--- src/hdl/ccu_defines.svh ---
// register offsets, field positions and mode codes of the capture/compare unit
// assumes a classic wishbone slave with 32-bit data, one register per word
`ifndef CCU_DEFINES_SVH
`define CCU_DEFINES_SVH

// register byte addresses; printed index times four
`define CCU_IDX_CTL1      8'h17
`define CCU_IDX_CTL2      8'h1D
`define CCU_ADR_CTL1      8'h5C
`define CCU_ADR_CTL2      8'h74
`define CCU_ADR_VAL1      8'h80
`define CCU_ADR_VAL2      8'h84
`define CCU_ADR_FLAG      8'h88
`define CCU_ADR_TBASE     8'h8C

// control fields
`define CCU_MODE_LSB      0
`define CCU_MODE_MSB      3
`define CCU_DUTY_LSB      4
`define CCU_DUTY_MSB      5
`define CCU_CTL_MASK      8'h3F

// mode codes
`define CCU_M_OFF         4'h0
`define CCU_M_CAP_FALL    4'h4
`define CCU_M_CAP_RISE    4'h5
`define CCU_M_CAP_R4      4'h6
`define CCU_M_CAP_R16     4'h7
`define CCU_M_CMP_HIGH    4'h8
`define CCU_M_CMP_LOW     4'h9
`define CCU_M_CMP_SOFT    4'hA
`define CCU_M_CMP_SPEC    4'hB

// flag register layout
`define CCU_FLAG_U1       2
`define CCU_FLAG_U2       3
`define CCU_FLAG_OVF      0

// prescaler terminal counts
`define CCU_PS4_LAST      4'h3
`define CCU_PS16_LAST     4'hF

`endif

--- src/hdl/ccu_pkg.sv ---
// types shared by the capture/compare unit
// assumes ccu_defines.svh for numeric constants
package ccu_pkg;
  typedef enum logic [3:0] {
    CCU_ST_OFF = 4'h1,
    CCU_ST_CAP = 4'h2,
    CCU_ST_CMP = 4'h4,
    CCU_ST_PWM = 4'h8
  } ccu_state_t;
endpackage

--- src/hdl/ccu_top.sv ---
// two capture/compare units with a shared 16-bit time base and wishbone slave
// assumes the unit pins arrive asynchronous; a single 200 MHz clock
//
// Our own choice: register access over Wishbone.
`timescale 1ns/1ps
`include "ccu_defines.svh"

//
// Contract
// - capture copies the full 16-bit time base into the value pair.
// - capture event is falling, rising, every 4th or 16th rising edge.
// - each capture sets the unit event flag, bit 2 of flag register; unit 2 sets bit 3.
// - event flag stays set until software clears it.
// - a new capture overwrites an unread captured value.
// - a port write changing an output pin can trigger capture.
// - changing capture selection may set the flag falsely.
// - prescaler counter clears when off or not in capture mode.
// - switching prescaler settings directly keeps the prescaler count.
// - compare mode checks value pair against time base every cycle.
// - compare match drives pin high, low or leaves it.
// - compare match sets the event flag with the pin action.
// - software-interrupt compare mode only sets the flag.
// - special-event compare match resets the time base, in both units.
// - two capturing units sample the same time base.
// - pwm units share period and rate; no interaction with others. Here pwm mode has no period or rate and only passes port data to the pin.
// - value pair reads and writes as low and high bytes.
// - special event reset does not set the time base overflow flag.
// - control write of zero forces the compare output latch low.
module ccu_top
  import ccu_pkg::*;
#(
  parameter int UNITS = 2
) (
  input  wire logic             clk_i,
  input  wire logic             rst_i,
  input  wire logic             wb_cyc_i,
  input  wire logic             wb_stb_i,
  input  wire logic             wb_we_i,
  input  wire logic [7:0]       wb_adr_i,
  input  wire logic [3:0]       wb_sel_i,
  input  wire logic [31:0]      wb_dat_i,
  output logic      [31:0]      wb_dat_o,
  output logic                  wb_ack_o,
  input  wire logic             timebase16_inc_i,
  input  wire logic [UNITS-1:0] unit_pin_i,
  input  wire logic [UNITS-1:0] port_direction_i,
  input  wire logic [UNITS-1:0] port_data_i,
  output logic      [UNITS-1:0] unit_pin_o,
  output logic      [UNITS-1:0] unit_pin_oe_o,
  output logic      [UNITS-1:0] special_event_o
);

  logic [15:0]      timebase16_count_r;
  logic             timebase16_overflow_flag_r;
  logic [7:0]       ctl_r      [UNITS];
  logic [15:0]      val_r      [UNITS];
  logic [3:0]       ps_cnt_r   [UNITS];
  logic [UNITS-1:0] flag_r;
  logic [UNITS-1:0] cmp_latch_r;

  logic [UNITS-1:0] pin_s1_r;
  logic [UNITS-1:0] pin_s2_r;
  logic [UNITS-1:0] pin_s3_r;
  logic [UNITS-1:0] cap_ev;
  logic [UNITS-1:0] cmp_hit;
  logic [UNITS-1:0] spec_hit;
  logic [UNITS-1:0] flag_set;

  logic [UNITS-1:0] ctl_we;
  logic [UNITS-1:0] val_we;
  logic             wb_req;
  logic             wr_en;
  logic             flag_we;
  logic             tb_we;
  logic [31:0]      rd_nxt;

  function automatic ccu_state_t mode_state(input logic [3:0] m);
    ccu_state_t s;
    s = CCU_ST_OFF;
    case (m[3:2])
      2'b01:   s = CCU_ST_CAP;
      2'b10:   s = CCU_ST_CMP;
      2'b11:   s = CCU_ST_PWM;
      default: s = CCU_ST_OFF;
    endcase
    return s;
  endfunction

  function automatic logic [31:0] merge(input logic [31:0] old, input logic [31:0] nw,
                                        input logic [3:0] sel);
    logic [31:0] r;
    r = old;
    for (int b = 0; b < 4; b++) begin
      if (sel[b]) begin
        r[b*8 +: 8] = nw[b*8 +: 8];
      end
    end
    return r;
  endfunction

  // per-unit register addresses
  function automatic logic [7:0] ctl_adr(input int u);
    logic [7:0] a;
    a = (u == 0) ? `CCU_ADR_CTL1 : `CCU_ADR_CTL2;
    return a;
  endfunction

  function automatic logic [7:0] val_adr(input int u);
    logic [7:0] a;
    a = (u == 0) ? `CCU_ADR_VAL1 : `CCU_ADR_VAL2;
    return a;
  endfunction

  function automatic logic [3:0] ps_terminal(input logic [3:0] m);
    logic [3:0] t;
    t = (m == `CCU_M_CAP_R16) ? `CCU_PS16_LAST : `CCU_PS4_LAST;
    return t;
  endfunction

  function automatic logic [31:0] flag_word(input logic [UNITS-1:0] f, input logic ovf);
    logic [31:0] w;
    w = 32'h0000_0000;
    w[`CCU_FLAG_OVF] = ovf;
    for (int u = 0; u < UNITS; u++) begin
      w[`CCU_FLAG_U1 + u] = f[u];
    end
    return w;
  endfunction

  // taken once: a high ack blocks a second take
  assign wb_req  = wb_cyc_i && wb_stb_i && !wb_ack_o;
  assign wr_en   = wb_req && wb_we_i;
  assign flag_we = wr_en && (wb_adr_i == `CCU_ADR_FLAG) && wb_sel_i[0];
  assign tb_we   = wr_en && (wb_adr_i == `CCU_ADR_TBASE);

  // pin synchroniser, two flops
  always_ff @(posedge clk_i) begin
    if (rst_i) begin
      pin_s1_r <= '0;
      pin_s2_r <= '0;
    end else begin
      pin_s1_r <= unit_pin_i;
      pin_s2_r <= pin_s1_r;
    end
  end

  // previous synced level for edges
  always_ff @(posedge clk_i) begin
    if (rst_i) begin
      pin_s3_r <= '0;
    end else begin
      pin_s3_r <= pin_s2_r;
    end
  end

  genvar g;
  generate
    for (g = 0; g < UNITS; g++) begin : g_unit
      ccu_state_t st;
      logic       edge_fall;
      logic       edge_rise;
      logic [3:0] mode;
      logic [3:0] mode_nxt;
      logic [3:0] ps_last;
      logic       ps_hit;
      logic       off_wr;
      // output pin level seen as port write
      logic       lvl_now;
      logic       lvl_old;
      assign mode     = ctl_r[g][`CCU_MODE_MSB:`CCU_MODE_LSB];
      assign mode_nxt = wb_dat_i[`CCU_MODE_MSB:`CCU_MODE_LSB];
      assign st       = mode_state(mode);
      // a driven pin loops back, so port writes form edges
      assign lvl_now  = pin_s2_r[g];
      assign lvl_old  = pin_s3_r[g];
      assign edge_rise = lvl_now && !lvl_old;
      assign edge_fall = !lvl_now && lvl_old;
      assign ps_last  = ps_terminal(mode);
      assign ps_hit   = (ps_cnt_r[g] == ps_last);
      assign off_wr   = ctl_we[g] && (mode_nxt == `CCU_M_OFF);
      assign ctl_we[g] = wr_en && (wb_adr_i == ctl_adr(g)) && wb_sel_i[0];
      assign val_we[g] = wr_en && (wb_adr_i == val_adr(g));

      always_comb begin
        cap_ev[g] = 1'b0;
        if (st == CCU_ST_CAP) begin
          case (mode)
            `CCU_M_CAP_FALL: cap_ev[g] = edge_fall;
            `CCU_M_CAP_RISE: cap_ev[g] = edge_rise;
            default:         cap_ev[g] = edge_rise && ps_hit;
          endcase
        end
      end

      assign cmp_hit[g]  = (st == CCU_ST_CMP) && (val_r[g] == timebase16_count_r);
      assign spec_hit[g] = cmp_hit[g] && (mode == `CCU_M_CMP_SPEC);
      // capture or match sets the flag
      assign flag_set[g] = cap_ev[g] || cmp_hit[g];

      always_ff @(posedge clk_i) begin
        if (rst_i) begin
          ps_cnt_r[g] <= 4'h0;
        end else if (st != CCU_ST_CAP) begin
          ps_cnt_r[g] <= 4'h0;
        end else if (off_wr) begin
          ps_cnt_r[g] <= 4'h0;
        end else if (edge_rise && mode != `CCU_M_CAP_FALL) begin
          ps_cnt_r[g] <= ps_hit ? 4'h0 : ps_cnt_r[g] + 4'h1;
        end
      end

      always_ff @(posedge clk_i) begin
        if (rst_i) begin
          ctl_r[g] <= 8'h00;
        end else if (ctl_we[g]) begin
          ctl_r[g] <= wb_dat_i[7:0] & `CCU_CTL_MASK;
        end
      end

      always_ff @(posedge clk_i) begin
        if (rst_i) begin
          val_r[g] <= 16'h0000;
        end else if (cap_ev[g]) begin
          val_r[g] <= timebase16_count_r;
        end else if (val_we[g]) begin
          val_r[g] <= 16'(merge({16'h0000, val_r[g]}, wb_dat_i, wb_sel_i));
        end
      end

      always_ff @(posedge clk_i) begin
        if (rst_i) begin
          flag_r[g] <= 1'b0;
        end else if (flag_set[g]) begin
          flag_r[g] <= 1'b1;
        end else if (flag_we) begin
          flag_r[g] <= wb_dat_i[`CCU_FLAG_U1 + g];
        end
      end

      always_ff @(posedge clk_i) begin
        if (rst_i) begin
          cmp_latch_r[g] <= 1'b0;
        end else if (off_wr) begin
          cmp_latch_r[g] <= 1'b0;
        end else if (cmp_hit[g] && mode == `CCU_M_CMP_HIGH) begin
          cmp_latch_r[g] <= 1'b1;
        end else if (cmp_hit[g] && mode == `CCU_M_CMP_LOW) begin
          cmp_latch_r[g] <= 1'b0;
        end
      end

      // pwm units take no part in capture or compare
      always_ff @(posedge clk_i) begin
        if (rst_i) begin
          unit_pin_o[g] <= 1'b0;
        end else begin
          unit_pin_o[g] <= (st == CCU_ST_CMP) ? cmp_latch_r[g] : port_data_i[g];
        end
      end

      always_ff @(posedge clk_i) begin
        if (rst_i) begin
          unit_pin_oe_o[g] <= 1'b0;
        end else begin
          unit_pin_oe_o[g] <= !port_direction_i[g];
        end
      end

      always_ff @(posedge clk_i) begin
        if (rst_i) begin
          special_event_o[g] <= 1'b0;
        end else begin
          special_event_o[g] <= spec_hit[g];
        end
      end
    end
  endgenerate

  // time base, special event clears it
  always_ff @(posedge clk_i) begin
    if (rst_i) begin
      timebase16_count_r <= 16'h0000;
    end else if (|spec_hit) begin
      timebase16_count_r <= 16'h0000;
    end else if (tb_we) begin
      timebase16_count_r <= 16'(merge({16'h0000, timebase16_count_r}, wb_dat_i, wb_sel_i));
    end else if (timebase16_inc_i) begin
      timebase16_count_r <= timebase16_count_r + 16'h0001;
    end
  end

  // overflow only on a counted wrap, set wins
  always_ff @(posedge clk_i) begin
    if (rst_i) begin
      timebase16_overflow_flag_r <= 1'b0;
    end else if (!(|spec_hit) && timebase16_inc_i && (&timebase16_count_r) && !tb_we) begin
      timebase16_overflow_flag_r <= 1'b1;
    end else if (flag_we) begin
      timebase16_overflow_flag_r <= wb_dat_i[`CCU_FLAG_OVF];
    end
  end

  always_comb begin
    rd_nxt = 32'h0000_0000;
    case (wb_adr_i)
      ctl_adr(0):     rd_nxt = {24'h000000, ctl_r[0]};
      ctl_adr(1):     rd_nxt = {24'h000000, ctl_r[1]};
      val_adr(0):     rd_nxt = {16'h0000, val_r[0]};
      val_adr(1):     rd_nxt = {16'h0000, val_r[1]};
      `CCU_ADR_FLAG:  rd_nxt = flag_word(flag_r, timebase16_overflow_flag_r);
      `CCU_ADR_TBASE: rd_nxt = {16'h0000, timebase16_count_r};
      default:        rd_nxt = 32'h0000_0000;
    endcase
  end

  // one-cycle ack, read data registered with it
  always_ff @(posedge clk_i) begin
    if (rst_i) begin
      wb_ack_o <= 1'b0;
    end else begin
      wb_ack_o <= wb_req;
    end
  end

  // read data stands only with ack, else zero
  always_ff @(posedge clk_i) begin
    if (rst_i) begin
      wb_dat_o <= 32'h0000_0000;
    end else begin
      wb_dat_o <= wb_req ? rd_nxt : 32'h0000_0000;
    end
  end

endmodule

--- config.mk ---
export PLATFORM = sky130hd
export DESIGN_NAME = ccu_top
export DESIGN_NICKNAME = d
export VERILOG_FILES = /design/src/hdl/ccu_pkg.sv /design/src/hdl/ccu_top.sv
export VERILOG_INCLUDE_DIRS = /design/src /design/src/hdl
export SDC_FILE = /design/constraint.sdc
export NUM_CORES = 1
export LEC_CHECK = 0
export BUFFER_PORTS_ARGS = -buffer_cell sky130_fd_sc_hd__buf_2
export CELL_PAD_IN_SITES_DETAIL_PLACEMENT = 1
export CELL_PAD_IN_SITES_GLOBAL_PLACEMENT = 2
export CORE_AREA = 5 5 129 131
export CTS_CLUSTER_DIAMETER = 60
export DETAILED_ROUTE_END_ITERATION = 7
export DIE_AREA = 0 0 134 136
export GPL_TIMING_DRIVEN = 0
export PLACE_DENSITY = 0.85
export SLEW_MARGIN = 0
export SYNTH_ARGS = -nofsm -noshare
export SYNTH_HDL_FRONTEND = slang
export SYNTH_SLANG_ARGS = --single-unit
--- constraint.sdc ---
create_clock -name clk_i -period 3.45 [get_ports clk_i]
set_input_delay 0.1725 -clock clk_i [delete_from_list [all_inputs] [get_ports clk_i]]
set_output_delay 0.1725 -clock clk_i [all_outputs]
set_load 0.02 [all_outputs]
==> impl_metrics.tcl, run 1 <==
set metrics [dict create \
    final_layout_size_suffix_gt1_share_pct 21.4 \
    skew_ns 0.0100 \
    synth.largest_area_cell "edfxtp_1" \
    dp_slack_ns 0.197 \
    io_pins 95 \
    die_h_um 136 \
    register_area_sq_um 2560 \
    setup_viol 0 \
    cts_setup_buffers 0 \
    grt_first_pass_wirelength_um 26000 \
    h-tree-depth 3 \
    worstSetupStartpointType "flip-flop" \
    synthFlopType "edfxtp_1" \
    comb_power_share_pct 7.3 \
    clkTransAtPathRegs_ns 0.07 \
    antennaDiodeCount 0 \
    grt.overflow.total 0 \
    die_area_sq_um 18200 \
    fin_nets 657 \
    syn_to_final_growth_pct 17.1 \
    worstPathCellList "or4b_2 > a21boi_0 > and2_1 > buf_2 > nor2_4 > buf_2 > a2bb2oi_1" \
    p_leak_nw 2.43 \
    syn_area_per_cell_sq_um 10.3 \
    synth_area_sq_um 5260 \
    yosysWarnings 0 \
    grt_pass1_vias 4656 \
    finalCriticalPeriod_ns 3.30 \
    finalHoldViolCount 0 \
    cts_resized 0 \
    hp-class "in -> reg" \
    final_cell_mix "buf_2 (65), edfxtp_1 (52), dfxtp_1 (50)" \
    coreArea_sq_um 15500 \
    row_count 46 \
    initial_core_util_pct 34.0 \
    cts_buffer_depth 2 \
    tritoncts "built" \
    required_ns 3.42 \
    ys_ff_latch 102 \
    crit_top_cell "buf_2" \
    track_usage_pct 18.4 \
    synth_top_area_share_pct 29.7 \
    period_share_pct 95.7 \
    synth.distinct_cells 68 \
    multi_input_area_sq_um 2430 \
    powerDensity_nw_per_um2 408 \
    fillerInstances 1760 \
    critical_path_class "reg -> reg" \
    switchingPower_w 0.000627 \
    clock.fmax_mhz 303 \
    first_iter_violations 443 \
    min_from "unit_pin_i[1]" \
    drc 0 \
    dr.pass1.iters 6 \
    cts_root_buffer "clkbuf_16" \
    worst_pin_slew_ns 1.17 \
    final_common_cell "buf_2" \
    drv_cap 0 \
    antenna_left 0 \
    die_x_um 134 \
    slew_violations 0 \
    tns_ns 0 \
    outcome "completed" \
    placement.io_buffers 58 \
    critPathSlowestCell "a2bb2oi_1" \
    antenna_found_initial 0 \
    synthTopCellsByArea "edfxtp_1 (30%), dfxtp_1 (19%), nor2_1 (3.5%)" \
    synth-seq-area-share_pct 48.8 \
    clk_latency_ns 0.35 \
    crit_path_start "ctl_r[1][1]" \
    arrival_ns 3.28 \
    gp_congestion 0.855 \
    ys_async_sr_fraction_pct 0 \
    p_clk_share_pct 39.9 \
    slowest_delay_ns 0.74 \
    clock-sinks 102 \
    grt_max_degree 18 \
    wire_per_inst_um 20.9 \
    vias 4485 \
    cts_hold_buffers 2 \
    postLayoutSetupSlackWorst_ns 0.147 \
    vdd_drop_max_v 0.000236 \
    synth_edf_count 52 \
    synthCells 512 \
    cp-end-kind "flip-flop" \
    rsz0062_at_grt "false" \
    swShare_pct 25.0 \
    viasPerCell 5.64 \
    cp_max_fo 10 \
    p_int_w 0.00189 \
    reg2reg_setup_slack_ns 0.15 \
    cts-buffers-inserted 9 \
    routed_wl_um 16600 \
    slew_headroom_pct 21.2 \
    r2r-start "ctl_r[1][1]" \
    dp_hpwl_um 13000 \
    pwr-share-seq_pct 52.7 \
]
-- power by group through the flow --
stage | Combinational (W) | Sequential, W | Clock [W]
after floorplan | 0.000103 | 0.00135 | 0
after global placement | 0.000172 | 0.00135 | 0
after detailed placement | 0.000179 | 0.00135 | 0
after CTS | 0.000181 | 0.00132 | 0.00101
after global routing | 0.000198 | 0.00133 | 0.00106
final | 0.000184 | 0.00133 | 0.00100
-- registers in the layout, summed over array words and instances, names as in the netlist --
signal	cells
ctl_r	12
pin_s2_r	2
unit_pin_oe_o	2
timebase16_count_r	16
pin_s3_r	2
unit_pin_o	2
ps_cnt_r	8
wb_dat_o	16
pin_s1_r	2
cmp_latch_r	2
flag_r	2
val_r	32
timebase16_overflow_flag_r	1
special_event_o	2
wb_ack_o	1
-- kinds of logic after synthesis --
| logic type | synth area share [%] |
|---|---|
| adders and majority gates | 0.714 |
| xor gates and xnor gates | 5.67 |
| and+or+nand+nor | 18.1 |
| AOI/OAI and AO/OA | 18.8 |
| muxes | 1.71 |
| other | 0.0713 |
| DFF | 48.8 |
| buffers and inverters | 6.24 |
-- stage by stage --
step	util, %	power [W]	cell area (sq um)	hold WS [ns]	std cells
finish	39.8	0.00251	6160	0.0261	795
global route	39.8	0.00258	6160	0.0324	795
CTS	39.7	0.00252	6150	0.0237	795
detailed placement	37.7	0.00153	5840	0.328	777
global placement	37.7	0.00152	5840	0.323	777
floorplan	-	0.00145	5310	0.239	527
-- per-layer routing --
layer | track usage [%] | part of all wire [%] | vias up | wire, um
met2 | 31.6 | 50 | 144 | 8320
li1 | - | - | 2074 | -
met5 | 0 | 0 | - | 0
met4 | 6.06 | 1.8 | 0 | 294
met1 | 23.6 | 43 | 2249 | 7180
met3 | 2.81 | 5.0 | 18 | 836
-- area by class of cell --
cell class | instances | share of cell area (%)
well taps | 192 | 3.90
flip-flops and latches | 102 | 41.6
repair buffers | 60 | 5.04
plain buffers | 53 | 4.53
clock inverters | 5 | 0.711
multi-input cells | 359 | 39.5
inverters | 13 | 0.793
clock buffers | 11 | 3.94
-- critical path, delay by kind of cell (launching register included) --
kind	cells	cell delay [ns]
AO/OA/AOI/OAI	2	1.00
AND/OR/NAND/NOR	3	0.94
flip-flops	1	0.53
buffers and inverters	2	0.45
-- final timing paths --
path	cells after the start	endpoint
worst min register to register	1	pin_s2_r[0]
worst max-delay path	7	val_r[1][15]
worst min-delay path	2	pin_s1_r[1]
worst max register to register	7	val_r[1][15]
-- cells in the mapped netlist (all sizes together) (5+ instances only) --
cell / number
mux2i: 9
a222oi: 13
and2: 14
nand4: 7
xnor2: 19
and3: 6
dfxtp: 50
nand2: 20
nor2: 51
nand3: 15
o221a: 16
a21oi: 20
nor3: 18
clkbuf: 26
a22oi: 7
inv: 13
a22o: 16
nor2b: 11
edfxtp: 52
o21ai: 9
nand2b: 5
buf: 27
nor4: 7
xor2: 15
No activity file was read; power rests on OpenSTA's default activity.
==> run 2, diff against run 1 <==
--- a/config.mk
+++ b/config.mk
@@ -9,10 +9,10 @@
 export BUFFER_PORTS_ARGS = -buffer_cell sky130_fd_sc_hd__buf_2
 export CELL_PAD_IN_SITES_DETAIL_PLACEMENT = 1
 export CELL_PAD_IN_SITES_GLOBAL_PLACEMENT = 2
-export CORE_AREA = 5 5 129 131
+export CORE_AREA = 5 5 123 137
 export CTS_CLUSTER_DIAMETER = 60
 export DETAILED_ROUTE_END_ITERATION = 7
-export DIE_AREA = 0 0 134 136
+export DIE_AREA = 0 0 128 142
 export GPL_TIMING_DRIVEN = 0
 export PLACE_DENSITY = 0.85
 export SLEW_MARGIN = 0
==> impl_metrics.tcl, run 2 (synthesis gave the netlist of run 1 again) <==
set metrics [dict create \
    track_usage_pct 18.8 \
    arrival_ns 3.29 \
    regMostFlops "val_r" \
    top_usage_layer "met2" \
    viasPerCell 5.57 \
    crit_path_start "ctl_r[1][1]" \
    hp-class "in -> reg" \
    tns_ns 0 \
    routed_wl_um 16900 \
    grt_max_degree 18 \
    met1_usage_pct 22.8 \
    powerDensity_nw_per_um2 419 \
    holdWs_ns 0.0287 \
    initial_core_util_pct 34.2 \
    clock.fmax_mhz 302 \
    tritoncts "built" \
    crit_top_cell "buf_2" \
    largest_register_ff_count 32 \
    die_area_sq_um 18200 \
    place_area_sq_um 5850 \
    skew_ns 0.0116 \
    cp-end-kind "flip-flop" \
    cts_setup_buffers 0 \
    grt.met3_usage_pct 3.90 \
    clock-sinks 102 \
    antenna_left 0 \
    worstSetupStartpointType "flip-flop" \
    worstPathBufferInverterCount 2 \
    grt_pass1_vias 4876 \
    first_iter_violations 356 \
    outcome "completed" \
    setup_viol 0 \
    worst_r2r_endpoint "val_r[1][4]" \
    top_regs "val_r x32, timebase16_count_r x16, wb_dat_o x16" \
    antennaDiodeCount 0 \
    h-tree-depth 3 \
    dr.pass1.iters 6 \
    drc 0 \
    slew_headroom_pct 13.5 \
    clkTransAtPathRegs_ns 0.08 \
    p_leak_nw 2.44 \
    final_layout_size_suffix_gt1_share_pct 21.6 \
    worst_pin_slew_ns 1.29 \
    placement.io_buffers 58 \
    rsz0062_at_grt "false" \
    stdcell_area_sq_um 6200 \
    required_ns 3.42 \
    fin_nets 657 \
    reg2reg_setup_slack_ns 0.14 \
    grt.overflow.total 0 \
    worstPathCellList "or4b_2 > a21boi_0 > and2_1 > buf_2 > nor2_4 > buf_2 > a2bb2oi_1" \
    io_pins 95 \
    syn_to_final_growth_pct 17.9 \
    endpoint "val_r[1][4]" \
    die_h_um 142 \
    met2_usage_pct 32.3 \
    antenna_found_initial 0 \
    clk_latency_ns 0.35 \
    gp_congestion 0.890 \
    row_count 48 \
    drv_cap 0 \
    critical_path_class "reg -> reg" \
    coreArea_sq_um 15400 \
    cts_resized 0 \
    dp_hpwl_um 13000 \
    final_cell_mix "buf_2 (65), edfxtp_1 (52), dfxtp_1 (50)" \
    critPathSlowestCell "a2bb2oi_1" \
    wire_per_inst_um 21.0 \
    slew_violations 0 \
    period_share_pct 96.0 \
    finalCriticalPeriod_ns 3.31 \
    final_common_cell "buf_2" \
    vias 4474 \
    r2r_cells 7 \
    r2r-start "ctl_r[1][1]" \
    slowest_delay_ns 0.70 \
    cp_max_fo 10 \
    cts-buffers-inserted 9 \
    vdd_drop_max_v 0.000233 \
    die_x_um 128 \
    cp_top_family "compound AO/OA/AOI/OAI gates" \
    finalHoldViolCount 0 \
    cts_buffer_depth 2 \
    cts_root_buffer "clkbuf_16" \
    crit_cells 7 \
    grt_first_pass_wirelength_um 26600 \
]
-- run 2: changes by cell type in the layout (fill, tap and decap cells not counted) --
| cell | change |
|---|---|
| bufinv_16 | +1 |
| inv_6 | +1 |
| clkinv_4 | -3 |
| clkinvlp_4 | +1 |
| clkbuf_1 | -1 |
| clkbuf_8 | +1 |
-- run 2: area by class of cell --
cell class	instances	area, sq um
plain buffers	53	279
repair buffers	60	310
well taps	200	250
clock inverters	5	63.8
inverters	13	48.8
fillers	1819	9180
flip-flops and latches	102	2560
multi-input cells	359	2430
clock buffers	11	253
-- run 2: per-layer routing --
metal,routed length (um),vias to the layer above
met5,0,-
met4,503,0
met3,1020,28
met2,8470,153
met1,6880,2217
li1,-,2076
-- run 2: stage by stage --
step / util, % / setup slack, ns / cells / power, W
after floorplan: - / 0.740 / 527 / 0.00145
after global placement: 38.1 / 0.340 / 785 / 0.00152
after detailed placement: 38.1 / 0.229 / 785 / 0.00153
after CTS: 40.3 / 0.156 / 803 / 0.00261
after global routing: 40.3 / 0.0125 / 803 / 0.00268
final: 40.3 / 0.138 / 803 / 0.00260
-- run 2: timing repair --
action,in CTS,in global routing
endpoints found under the hold margin,2,0
endpoints found under the setup margin,0,0
hold buffers,2,0
-- run 2: worst min-delay path by stage --
| stage | start | to | slack, ns | cells after the start |
|---|---|---|---|---|
| 2_1_floorplan | port_direction_i[0] | unit_pin_oe_o[0] | 0.24 | 1 |
| 3_3_place_gp | port_direction_i[1] | unit_pin_oe_o[1] | 0.33 | 2 |
| 3_5_place_dp | port_direction_i[0] | unit_pin_oe_o[0] | 0.33 | 2 |
| 4_1_cts | unit_pin_i[1] | pin_s1_r[1] | 0.03 | 2 |
| 5_1_grt | unit_pin_i[1] | pin_s1_r[1] | 0.05 | 2 |
| 6_report | unit_pin_i[1] | pin_s1_r[1] | 0.03 | 2 |
-- run 2: where the power goes --
group	internal [W]	leakage [nW]	switching [W]
clock network	0.000610	0.153	0.000478
registers	0.00130	0.952	0.0000245
logic	0.0000665	1.33	0.000117
